`config.mk`:
```
export PLATFORM = sky130hd
export DESIGN_NAME = usb_pwr_irq
export DESIGN_NICKNAME = d
export VERILOG_FILES = /design/src/shared/usb_pwr_pkg.sv /design/src/rtl/usb_pwr_irq.sv
export SDC_FILE = /design/constraint.sdc
export NUM_CORES = 1
export LEC_CHECK = 0
export ABC_AREA = 1
export BUFFER_PORTS_ARGS = -buffer_cell sky130_fd_sc_hd__clkbuf_2
export CAP_MARGIN = 20
export CELL_PAD_IN_SITES_DETAIL_PLACEMENT = 0
export CELL_PAD_IN_SITES_GLOBAL_PLACEMENT = 1
export CORE_UTILIZATION = 36
export CTS_BUF_LIST = sky130_fd_sc_hd__clkbuf_8
export DETAILED_ROUTE_END_ITERATION = 7
export GPL_TIMING_DRIVEN = 0
export PLACE_DENSITY_LB_ADDON = 0.1
export RECOVER_POWER = 100
export SYNTH_ARGS = -nofsm -noshare
export SYNTH_HDL_FRONTEND = slang
export SYNTH_SLANG_ARGS = --single-unit
```
`constraint.sdc`:
```
create_clock -name CLK -period 1.6 [get_ports CLK]
set_input_delay 0.16 -clock CLK [delete_from_list [all_inputs] [get_ports CLK]]
set_output_delay 0.16 -clock CLK [all_outputs]
set_load 0.005 [all_outputs]
```
`src/shared/usb_pwr_pkg.sv`:
```
/*
 Package for the link power and endpoint interrupt block: register byte
 addresses, field positions, reset values, endpoint count and carrier types.
 Assumes a 32-bit APB register bus with word-aligned registers.
*/
package usb_pwr_pkg;

	// ==========================================
	// Register byte addresses
	localparam logic [7:0] ADDR_POWER_CTRL = 8'h00;
	localparam logic [7:0] ADDR_TX_FLAGS = 8'h04;
	localparam logic [7:0] ADDR_RX_FLAGS = 8'h08;
	localparam logic [7:0] ADDR_TX_ENABLES = 8'h0c;
	localparam logic [7:0] ADDR_DEV_CTRL = 8'h10;
	localparam logic [7:0] ADDR_COMMON_IRQ = 8'h14;
	localparam logic [7:0] ADDR_COMMON_MASK = 8'h18;

	// ==========================================
	// Power control field positions
	localparam int PB_ISO_DEFER = 7;
	localparam int PB_SOFT_ATTACH = 6;
	localparam int PB_HS_ALLOW = 5;
	localparam int PB_HS_ACTIVE = 4;
	localparam int PB_BUS_RESET = 3;
	localparam int PB_RESUME = 2;
	localparam int PB_SUSPEND = 1;
	localparam int PB_SUSP_OUT_EN = 0;
	localparam logic [7:0] POWER_RESET = 8'h20;

	// Device control field: mode bit (0 peripheral, 1 host)
	localparam int DC_HOST_MODE = 2;

	// Common interrupt field positions
	localparam int CI_SOF = 3;
	localparam int CI_RESET = 2;
	localparam int CI_RESUME = 1;
	localparam int CI_SUSPEND = 0;
	localparam logic [7:0] COMMON_MASK_RESET = 8'h06;

	// Endpoint flag layout
	localparam logic [4:0] TX_FLAG_MASK = 5'h1f;
	localparam logic [4:0] RX_FLAG_MASK = 5'h1e;
	localparam int N_EP = 4;

	// ==========================================
	// Line signalling from the transceiver side
	typedef struct packed {
		logic bus_reset;
		logic resume_seen;
		logic suspend_seen;
		logic sof;
		logic in_token;
		logic hs_done;
	} line_events_t;

	// Per-endpoint transmit state
	typedef struct packed {
		logic [N_EP:0] tx_pkt_ready;
		logic [N_EP:0] tx_iso;
	} ep_state_t;

	typedef enum logic [1:0] {ISO_IDLE, ISO_WAIT_SOF, ISO_ARMED} iso_state_t;

endpackage : usb_pwr_pkg

```
`src/rtl/usb_pwr_irq.sv`:
```
/*
 Link power control and endpoint interrupt flags of a dual-role USB
 controller, as an APB slave. Assumes the line events arrive synchronous
 to CLK as one-cycle pulses (levels for bus_reset).
*/
// Register access over APB and the register addresses were decided locally.
// What this block does
// Deferred iso packet waits for next SOF
// IN before SOF gets zero-length packet
// Deferral only peripheral mode, iso endpoints
// Soft attach enables or tri-states data lines in peripheral mode
// High-speed allow steers negotiation, resets one
// High-speed active set after negotiation
// Reset bit shows bus reset; host writable
// Drive resume while suspended and bit set
// Software clears resume after 10-15 ms
// Host mode sets resume on target resume
// Host software suspend bit enters suspend
// Peripheral suspend flag set, cleared by read/resume
// Suspend output only when its enable set
// Transmit flags read-only, bits 4:0
// Receive flags read-only, bits 4:1
// Transmit enables gate each endpoint
// Mode bit picks peripheral or host
// Common interrupt read clears the bits it returned
// Endpoint request when flag and enable set; rx flags here request with no enable
`timescale 1ns/100ps
module usb_pwr_irq
	import usb_pwr_pkg::*;
(
	input wire logic CLK,
	input wire logic NRST,
	input wire logic PSEL,
	input wire logic PENABLE,
	input wire logic PWRITE,
	input wire logic [7:0] PADDR,
	input wire logic [31:0] PWDATA,
	output logic [31:0] PRDATA,
	output logic PREADY,
	output logic PSLVERR,
	input wire usb_pwr_pkg::line_events_t LINE_EV,
	input wire usb_pwr_pkg::ep_state_t EP_STATE,
	input wire logic [4:0] TX_EP_EVENT,
	input wire logic [4:0] RX_EP_EVENT,
	output logic DATA_LINE_OE,
	output logic HS_NEGOTIATE,
	output logic RESUME_DRIVE,
	output logic BUS_SUSPEND,
	output logic SUSPEND_OUT,
	output logic ISO_SEND,
	output logic ISO_ZERO_LEN,
	output logic EP_IRQ,
	output logic USB_IRQ
);
	import usb_pwr_pkg::*;

	// ==========================================
	// Bus decode
	logic [7:0] power_q, power_d;
	logic [7:0] device_control_reg_q;
	logic [4:0] tx_flags_q, tx_flags_d;
	logic [4:0] rx_flags_q, rx_flags_d;
	logic [4:0] tx_en_q;
	logic [7:0] common_q, common_d;
	logic [7:0] cmask_q;
	logic [31:0] rdata_d;
	iso_state_t iso_q, iso_d;
	logic iso_send_d, iso_zero_d;

	// Side effects land only at the edge that completes the transfer
	wire access = PSEL && PENABLE && PREADY;
	wire wr = access && PWRITE;
	wire rd = access && !PWRITE;
	wire hit_pwr = PADDR == ADDR_POWER_CTRL;
	wire hit_tx = PADDR == ADDR_TX_FLAGS;
	wire hit_rx = PADDR == ADDR_RX_FLAGS;
	wire hit_txe = PADDR == ADDR_TX_ENABLES;
	wire hit_dc = PADDR == ADDR_DEV_CTRL;
	wire hit_ci = PADDR == ADDR_COMMON_IRQ;
	wire hit_cm = PADDR == ADDR_COMMON_MASK;
	wire mapped = hit_pwr | hit_tx | hit_rx | hit_txe | hit_dc | hit_ci | hit_cm;
	wire host = device_control_reg_q[DC_HOST_MODE];
	wire wr_pwr = wr && hit_pwr;

	// ==========================================
	// Power control next value
	always_comb
	begin
		power_d = power_q;
		if (wr_pwr)
		begin
			power_d[PB_ISO_DEFER] = PWDATA[PB_ISO_DEFER];
			power_d[PB_SOFT_ATTACH] = PWDATA[PB_SOFT_ATTACH];
			power_d[PB_HS_ALLOW] = PWDATA[PB_HS_ALLOW];
			power_d[PB_RESUME] = PWDATA[PB_RESUME];
			power_d[PB_SUSP_OUT_EN] = PWDATA[PB_SUSP_OUT_EN];
			if (host)
			begin
				power_d[PB_BUS_RESET] = PWDATA[PB_BUS_RESET];
				power_d[PB_SUSPEND] = PWDATA[PB_SUSPEND];
			end
		end
		// Peripheral: reset bit mirrors bus reset, read-only
		if (!host)
			power_d[PB_BUS_RESET] = LINE_EV.bus_reset;
		// Negotiation result latched, cleared when a new bus reset starts
		if (LINE_EV.bus_reset && !power_q[PB_BUS_RESET])
			power_d[PB_HS_ACTIVE] = 1'b0;
		if (LINE_EV.hs_done && power_q[PB_HS_ALLOW])
			power_d[PB_HS_ACTIVE] = 1'b1;
		// Peripheral suspend flag cleared by interrupt read or resume
		if (!host && ((rd && hit_ci) || power_d[PB_RESUME]))
			power_d[PB_SUSPEND] = 1'b0;
		if (!host && LINE_EV.suspend_seen)
			power_d[PB_SUSPEND] = 1'b1;
		// Host: target resume while suspended sets resume bit
		if (host && power_q[PB_SUSPEND] && LINE_EV.resume_seen)
			power_d[PB_RESUME] = 1'b1;
	end

	// ==========================================
	// Endpoint interrupt-active flags, one slice per endpoint
	logic [N_EP:0] iso_pend;
	wire tx_rd_clr = rd && hit_tx;
	wire rx_rd_clr = rd && hit_rx;
	genvar gi;
	generate
		for (gi = 0; gi <= N_EP; gi++)
		begin : g_ep_flag
			// Flag survives unless its set value was just read out
			wire tx_keep = tx_flags_q[gi] && !(tx_rd_clr && PRDATA[gi]);
			wire rx_keep = rx_flags_q[gi] && !(rx_rd_clr && PRDATA[gi]);
			// Event wins over a clear in the same cycle
			assign tx_flags_d[gi] = TX_FLAG_MASK[gi] && (TX_EP_EVENT[gi] || tx_keep);
			assign rx_flags_d[gi] = RX_FLAG_MASK[gi] && (RX_EP_EVENT[gi] || rx_keep);
			// Iso endpoint with a packet waiting
			assign iso_pend[gi] = EP_STATE.tx_pkt_ready[gi] && EP_STATE.tx_iso[gi];
		end
	endgenerate

	// Common interrupt flags: read clears, events win
	always_comb
	begin
		// Clear exactly the bits handed out, so no event is lost
		common_d = (rd && hit_ci) ? (common_q & ~PRDATA[7:0]) : common_q;
		common_d[CI_SOF] = common_d[CI_SOF] | LINE_EV.sof;
		common_d[CI_RESET] = common_d[CI_RESET] | (LINE_EV.bus_reset & ~power_q[PB_BUS_RESET]);
		common_d[CI_RESUME] = common_d[CI_RESUME] | (LINE_EV.resume_seen & power_q[PB_SUSPEND]);
		common_d[CI_SUSPEND] = common_d[CI_SUSPEND] | LINE_EV.suspend_seen;
	end

	// ==========================================
	// Isochronous deferral sequencer
	wire iso_ready = |iso_pend;
	wire iso_on = power_q[PB_ISO_DEFER] && !host;
	always_comb
	begin
		iso_d = iso_q;
		iso_send_d = 1'b0;
		iso_zero_d = 1'b0;
		unique case (iso_q)
			ISO_IDLE:
			begin
				if (iso_on && iso_ready)
					iso_d = ISO_WAIT_SOF;
			end
			ISO_WAIT_SOF:
			begin
				if (!iso_ready || !iso_on)
					iso_d = ISO_IDLE;
				else if (LINE_EV.sof)
					iso_d = ISO_ARMED;
				else if (LINE_EV.in_token)
					iso_zero_d = 1'b1;
			end
			ISO_ARMED:
			begin
				if (!iso_ready)
					iso_d = ISO_IDLE;
				else if (LINE_EV.in_token)
				begin
					iso_send_d = 1'b1;
					iso_d = ISO_IDLE;
				end
			end
			// Unused code falls back to idle
			default:
				iso_d = ISO_IDLE;
		endcase
	end

	// Read mux, reserved bits zero
	always_comb
	begin
		rdata_d = 32'h0000_0000;
		if (hit_pwr)
			rdata_d[7:0] = power_q;
		if (hit_tx)
			rdata_d[4:0] = tx_flags_q;
		if (hit_rx)
			rdata_d[4:0] = rx_flags_q;
		if (hit_txe)
			rdata_d[4:0] = tx_en_q;
		if (hit_dc)
			rdata_d[7:0] = device_control_reg_q;
		if (hit_ci)
			rdata_d[7:0] = common_q;
		if (hit_cm)
			rdata_d[7:0] = cmask_q;
	end

	// ==========================================
	// Power and device control registers
	always_ff @(posedge CLK)
	begin
		if (!NRST)
		begin
			power_q <= POWER_RESET;
			device_control_reg_q <= 8'h00;
		end
		else
		begin
			power_q <= power_d;
			if (wr && hit_dc)
				device_control_reg_q <= PWDATA[7:0];
		end
	end

	// Endpoint flags and transmit enables
	always_ff @(posedge CLK)
	begin
		if (!NRST)
		begin
			tx_flags_q <= 5'h00;
			rx_flags_q <= 5'h00;
			tx_en_q <= 5'h00;
		end
		else
		begin
			tx_flags_q <= tx_flags_d;
			rx_flags_q <= rx_flags_d;
			if (wr && hit_txe)
				tx_en_q <= PWDATA[4:0];
		end
	end

	// Common interrupt flags and their mask
	always_ff @(posedge CLK)
	begin
		if (!NRST)
		begin
			common_q <= 8'h00;
			cmask_q <= COMMON_MASK_RESET;
		end
		else
		begin
			common_q <= common_d;
			if (wr && hit_cm)
				cmask_q <= PWDATA[7:0];
		end
	end

	// Isochronous sequencer state
	always_ff @(posedge CLK)
	begin
		if (!NRST)
			iso_q <= ISO_IDLE;
		else
			iso_q <= iso_d;
	end

	// ==========================================
	// Output next values
	// One wait state: answer in the second access cycle
	wire ready_d = PSEL && PENABLE && !PREADY;
	wire slverr_d = ready_d && !mapped;
	wire line_oe_d = !host && power_d[PB_SOFT_ATTACH];
	wire negotiate_d = power_d[PB_HS_ALLOW] && LINE_EV.bus_reset;
	wire resume_drive_d = power_d[PB_RESUME] && power_q[PB_SUSPEND];
	wire bus_suspend_d = host && power_d[PB_SUSPEND];
	wire suspend_out_d = power_d[PB_SUSP_OUT_EN] && power_d[PB_SUSPEND];
	// Rx flags carry no enable here, so any rx flag requests
	wire ep_irq_d = |((tx_flags_d & tx_en_q) | rx_flags_d);
	wire usb_irq_d = |(common_d & cmask_q);

	// ==========================================
	// Bus answer outputs
	always_ff @(posedge CLK)
	begin
		if (!NRST)
		begin
			PRDATA <= 32'h0000_0000;
			PREADY <= 1'b0;
			PSLVERR <= 1'b0;
		end
		else
		begin
			PRDATA <= rdata_d;
			PREADY <= ready_d;
			PSLVERR <= slverr_d;
		end
	end

	// Line control outputs
	always_ff @(posedge CLK)
	begin
		if (!NRST)
		begin
			DATA_LINE_OE <= 1'b0;
			HS_NEGOTIATE <= 1'b0;
			RESUME_DRIVE <= 1'b0;
			BUS_SUSPEND <= 1'b0;
			SUSPEND_OUT <= 1'b0;
		end
		else
		begin
			DATA_LINE_OE <= line_oe_d;
			HS_NEGOTIATE <= negotiate_d;
			RESUME_DRIVE <= resume_drive_d;
			BUS_SUSPEND <= bus_suspend_d;
			SUSPEND_OUT <= suspend_out_d;
		end
	end

	// Isochronous answer pulses
	always_ff @(posedge CLK)
	begin
		if (!NRST)
		begin
			ISO_SEND <= 1'b0;
			ISO_ZERO_LEN <= 1'b0;
		end
		else
		begin
			ISO_SEND <= iso_send_d;
			ISO_ZERO_LEN <= iso_zero_d;
		end
	end

	// Interrupt request levels
	always_ff @(posedge CLK)
	begin
		if (!NRST)
		begin
			EP_IRQ <= 1'b0;
			USB_IRQ <= 1'b0;
		end
		else
		begin
			EP_IRQ <= ep_irq_d;
			USB_IRQ <= usb_irq_d;
		end
	end

endmodule : usb_pwr_irq

```
==> results.yml <==
worst_setup_path:
  critPathCaptureType: "flop"
  setup.worst_path.class: "reg2reg"
  setup.worst_path.start_class: "flop"
  crit_required_ns: 1.81
  timing.reg2reg.setup_slack_ns: 0.08
  cp.arrival_ns: 1.72
  path_max_fanout: 7
clock_tree:
  max-clock-path-buffers: 2
  cts_inserted_buffers: 9
  tritoncts: "yes"
  clock_tree.root_cell: "clkbuf_8"
  holdBufCountCts: 0
  h-tree-depth: 3
  clk-insertion-delay-late_ns: 0.35
  cts_num_sinks: 67
  worst_setup_hold_path_clk_slew_ns: 0.08
detailed_routing:
  drt_pre_antenna_iters: 4
  drt.antenna.violating_nets: 0
  routed_wirelength_um: 9120
  vias: 3070
  vias_per_cell: 4.55
  detail_route.wl_per_cell_um: 13.5
  first_iter_violations: 148
  drcViolationCount: 0
synthesis:
  number_of_synthesized_flops_with_an_enable_pin: 0
  synth_seq_cells: 67
  synth_area_per_cell_um2: 7.23
  dominant_cell_by_count_in_the_synthesized_netlist: "nand2_1"
  synth_area_mm2: 0.00327
  postSynth.asyncResetShare: 0
  ys.warnings.count: 0
  post-synth-top-area-cell: "dfxtp_1"
  netlist-cell-type-count: 41
  postSynthCellCount: 452
  netlist.area_leader.share: 0.411
  synth_seq_area_share: 0.411
  cell_types_occupying_the_most_area_after_synthesis: "dfxtp_1 (41%), nand2_1 (12%), nor2_1 (6.8%), inv_1 (5.9%), buf_4 (5.5%)"
  post_synth_most_frequent_cells: "nand2_1 (101), dfxtp_1 (67), nor2_1 (59)"
  synth_top_flop_cell: "dfxtp_1"
global_routing:
  grtUsageTotal: 0.202
  grt_antenna_before_repair: 0
  grt_first_pass_wirelength_um: 14700
  global_route.overflow_total: 0
  vias_in_the_first_global_route: 2866
  grt_max_degree: 13
floorplanning:
  initial_core_util: 0.373
  boundaryPins: 114
  core.rowCount: 34
  die-area_mm2: 0.00946
  core_area_mm2: 0.00876
  fp.dieH_um: 97.3
  floorplan.die.width_um: 97.3
sta:
  finalSetupTns_ns: 0
  hold_violations_final: 0
  worst-slew-pin-transition_ns: 0.665
  layout_worst_path_cycle_share: 0.949
  skew_ns: 0.0124
  final_number_of_setup_violating_endpoints: 0
  fmax_mhz: 659
  slew_hr: 0.557
  layout_min_cycle_time_ns: 1.52
  slew_violations: 0
  grt_setup_unrepaired: "yes"
power_and_ir_drop:
  power_density_mw_per_mm2: 873
  total_leakage_power_nw: 2.04
  vdd_drop_max_v: 0.000458
layout:
  drive_above_1_share: 0.281
  layout-area-overhead-vs-synth_pct: 26.7
  layout.nets: 632
  antenna_cells: 0
  design_area_mm2: 0.00414
placed_design:
  gp_congestion: 0.853
  place.detailed.hpwl_um: 6800
  dpl-instance-area_mm2: 0.00381
  port-buffer-count: 64
outcome:
  run_status: "completed"
flow_run:
  cap_violations: 0
min_path:
  hold_path.class: "in2reg"
==> layout make-up <==
class | instances | area, um^2
multi-input cells | 315 | 1570
repair buffers | 74 | 403
fillers | 935 | 4620
flip-flops and latches | 67 | 1340
repair inverters | 1 | 5.00
plain buffers | 33 | 236
inverters | 60 | 233
clock inverters | 7 | 92.6
well taps | 108 | 135
clock buffers | 9 | 124
==> stage by stage <==
step / utilization / hold WS, ns / worst slack, ns / instances / power (W)
after floorplan: - / 0.276 / 0.197 / 475 / 0.00195
after global placement: 0.435 / 0.383 / -0.172 / 647 / 0.00208
after global routing: 0.472 / 0.0399 / -0.0324 / 674 / 0.00376
after CTS: 0.459 / 0.0194 / 0.0106 / 663 / 0.00364
after detailed placement: 0.435 / 0.389 / -0.178 / 647 / 0.00208
final: 0.472 / 0.0287 / 0.0815 / 674 / 0.00361
==> worst max-delay path, cell delays in order (launching register included) <==
cell	delay [ns]
dfxtp_2	0.35
nand4_1	0.10
buf_6	0.16
nor2_4	0.11
buf_6	0.15
nand2_2	0.06
nand2_2	0.07
nand2_1	0.06
nand2_1	0.06
nand2_1	0.08
nor2_1	0.12
a21oi_1	0.07
==> report_power, final <==
part | switching (W) | total (W) | leakage (nW) | internal, W
Clock | 0.000688 | 0.00156 | 0.107 | 0.000875
Sequential | 0.0000196 | 0.00172 | 0.547 | 0.00170
Combinational | 0.000186 | 0.000328 | 1.39 | 0.000142
Total | 0.000893 | 0.00361 | 2.04 | 0.00272
==> repair_timing <==
item / CTS / global route
resized for setup: 1 / 11
endpoints found under the setup margin: 12 / 20
pin swaps: 2 / 11
buffers inserted: 0 / 10
gates cloned: 0 / 1
==> flip-flops by register name, indices dropped and copies added (netlist names) <==
| name | flops |
|---|---|
| common_q | 8 |
| USB_IRQ | 1 |
| EP_IRQ | 1 |
| BUS_SUSPEND | 1 |
| tx_flags_q | 5 |
| RESUME_DRIVE | 1 |
| PREADY | 1 |
| DATA_LINE_OE | 1 |
| SUSPEND_OUT | 1 |
| ISO_SEND | 1 |
| HS_NEGOTIATE | 1 |
| cmask_q | 8 |
| iso_q | 2 |
| rx_flags_q | 4 |
| PRDATA | 8 |
| ISO_ZERO_LEN | 1 |
| PSLVERR | 1 |
| device_control_reg_q | 8 |
| tx_en_q | 5 |
| power_q | 8 |
==> cell families after synthesis <==
kind of cell           share of synthesized area
and+or+nand+nor                            0.301
buffers and inverters                      0.142
AOI/OAI and AO/OA                          0.144
DFF                                        0.411
other                                    0.00115
==> routing by layer <==
| layer | track usage | up-vias | routed length, um | part of all wire |
|---|---|---|---|---|
| li1 | - | 1611 | - | - |
| met3 | 0.0309 | 9 | 501 | 0.055 |
| met4 | 0.0781 | 0 | 121 | 0.013 |
| met2 | 0.342 | 93 | 4480 | 0.49 |
| met5 | 0 | - | 0 | 0 |
| met1 | 0.260 | 1357 | 4010 | 0.44 |
==> cell usage in the layout (no fill, tap or decap), types with 18 or more instances in the layout <==
cell       n
a21oi_1   32
buf_4     32
clkbuf_2  64
conb_1    24
dfxtp_1   66
inv_1     51
nand2_1   95
nand3_1   18
nor2_1    59
o21ai_0   23
==> final timing paths <==
path	depth (start not counted)	from	to
max	11	PREADY$_SDFF_PN0_	USB_IRQ$_SDFF_PN0_
min	3	TX_EP_EVENT[1]	tx_flags_q[1]$_SDFF_PN0_
max reg2reg	11	PREADY$_SDFF_PN0_	USB_IRQ$_SDFF_PN0_
min reg2reg	1	PREADY$_SDFF_PN0_	PREADY$_SDFF_PN0_
(Power assumes the default switching activity.)
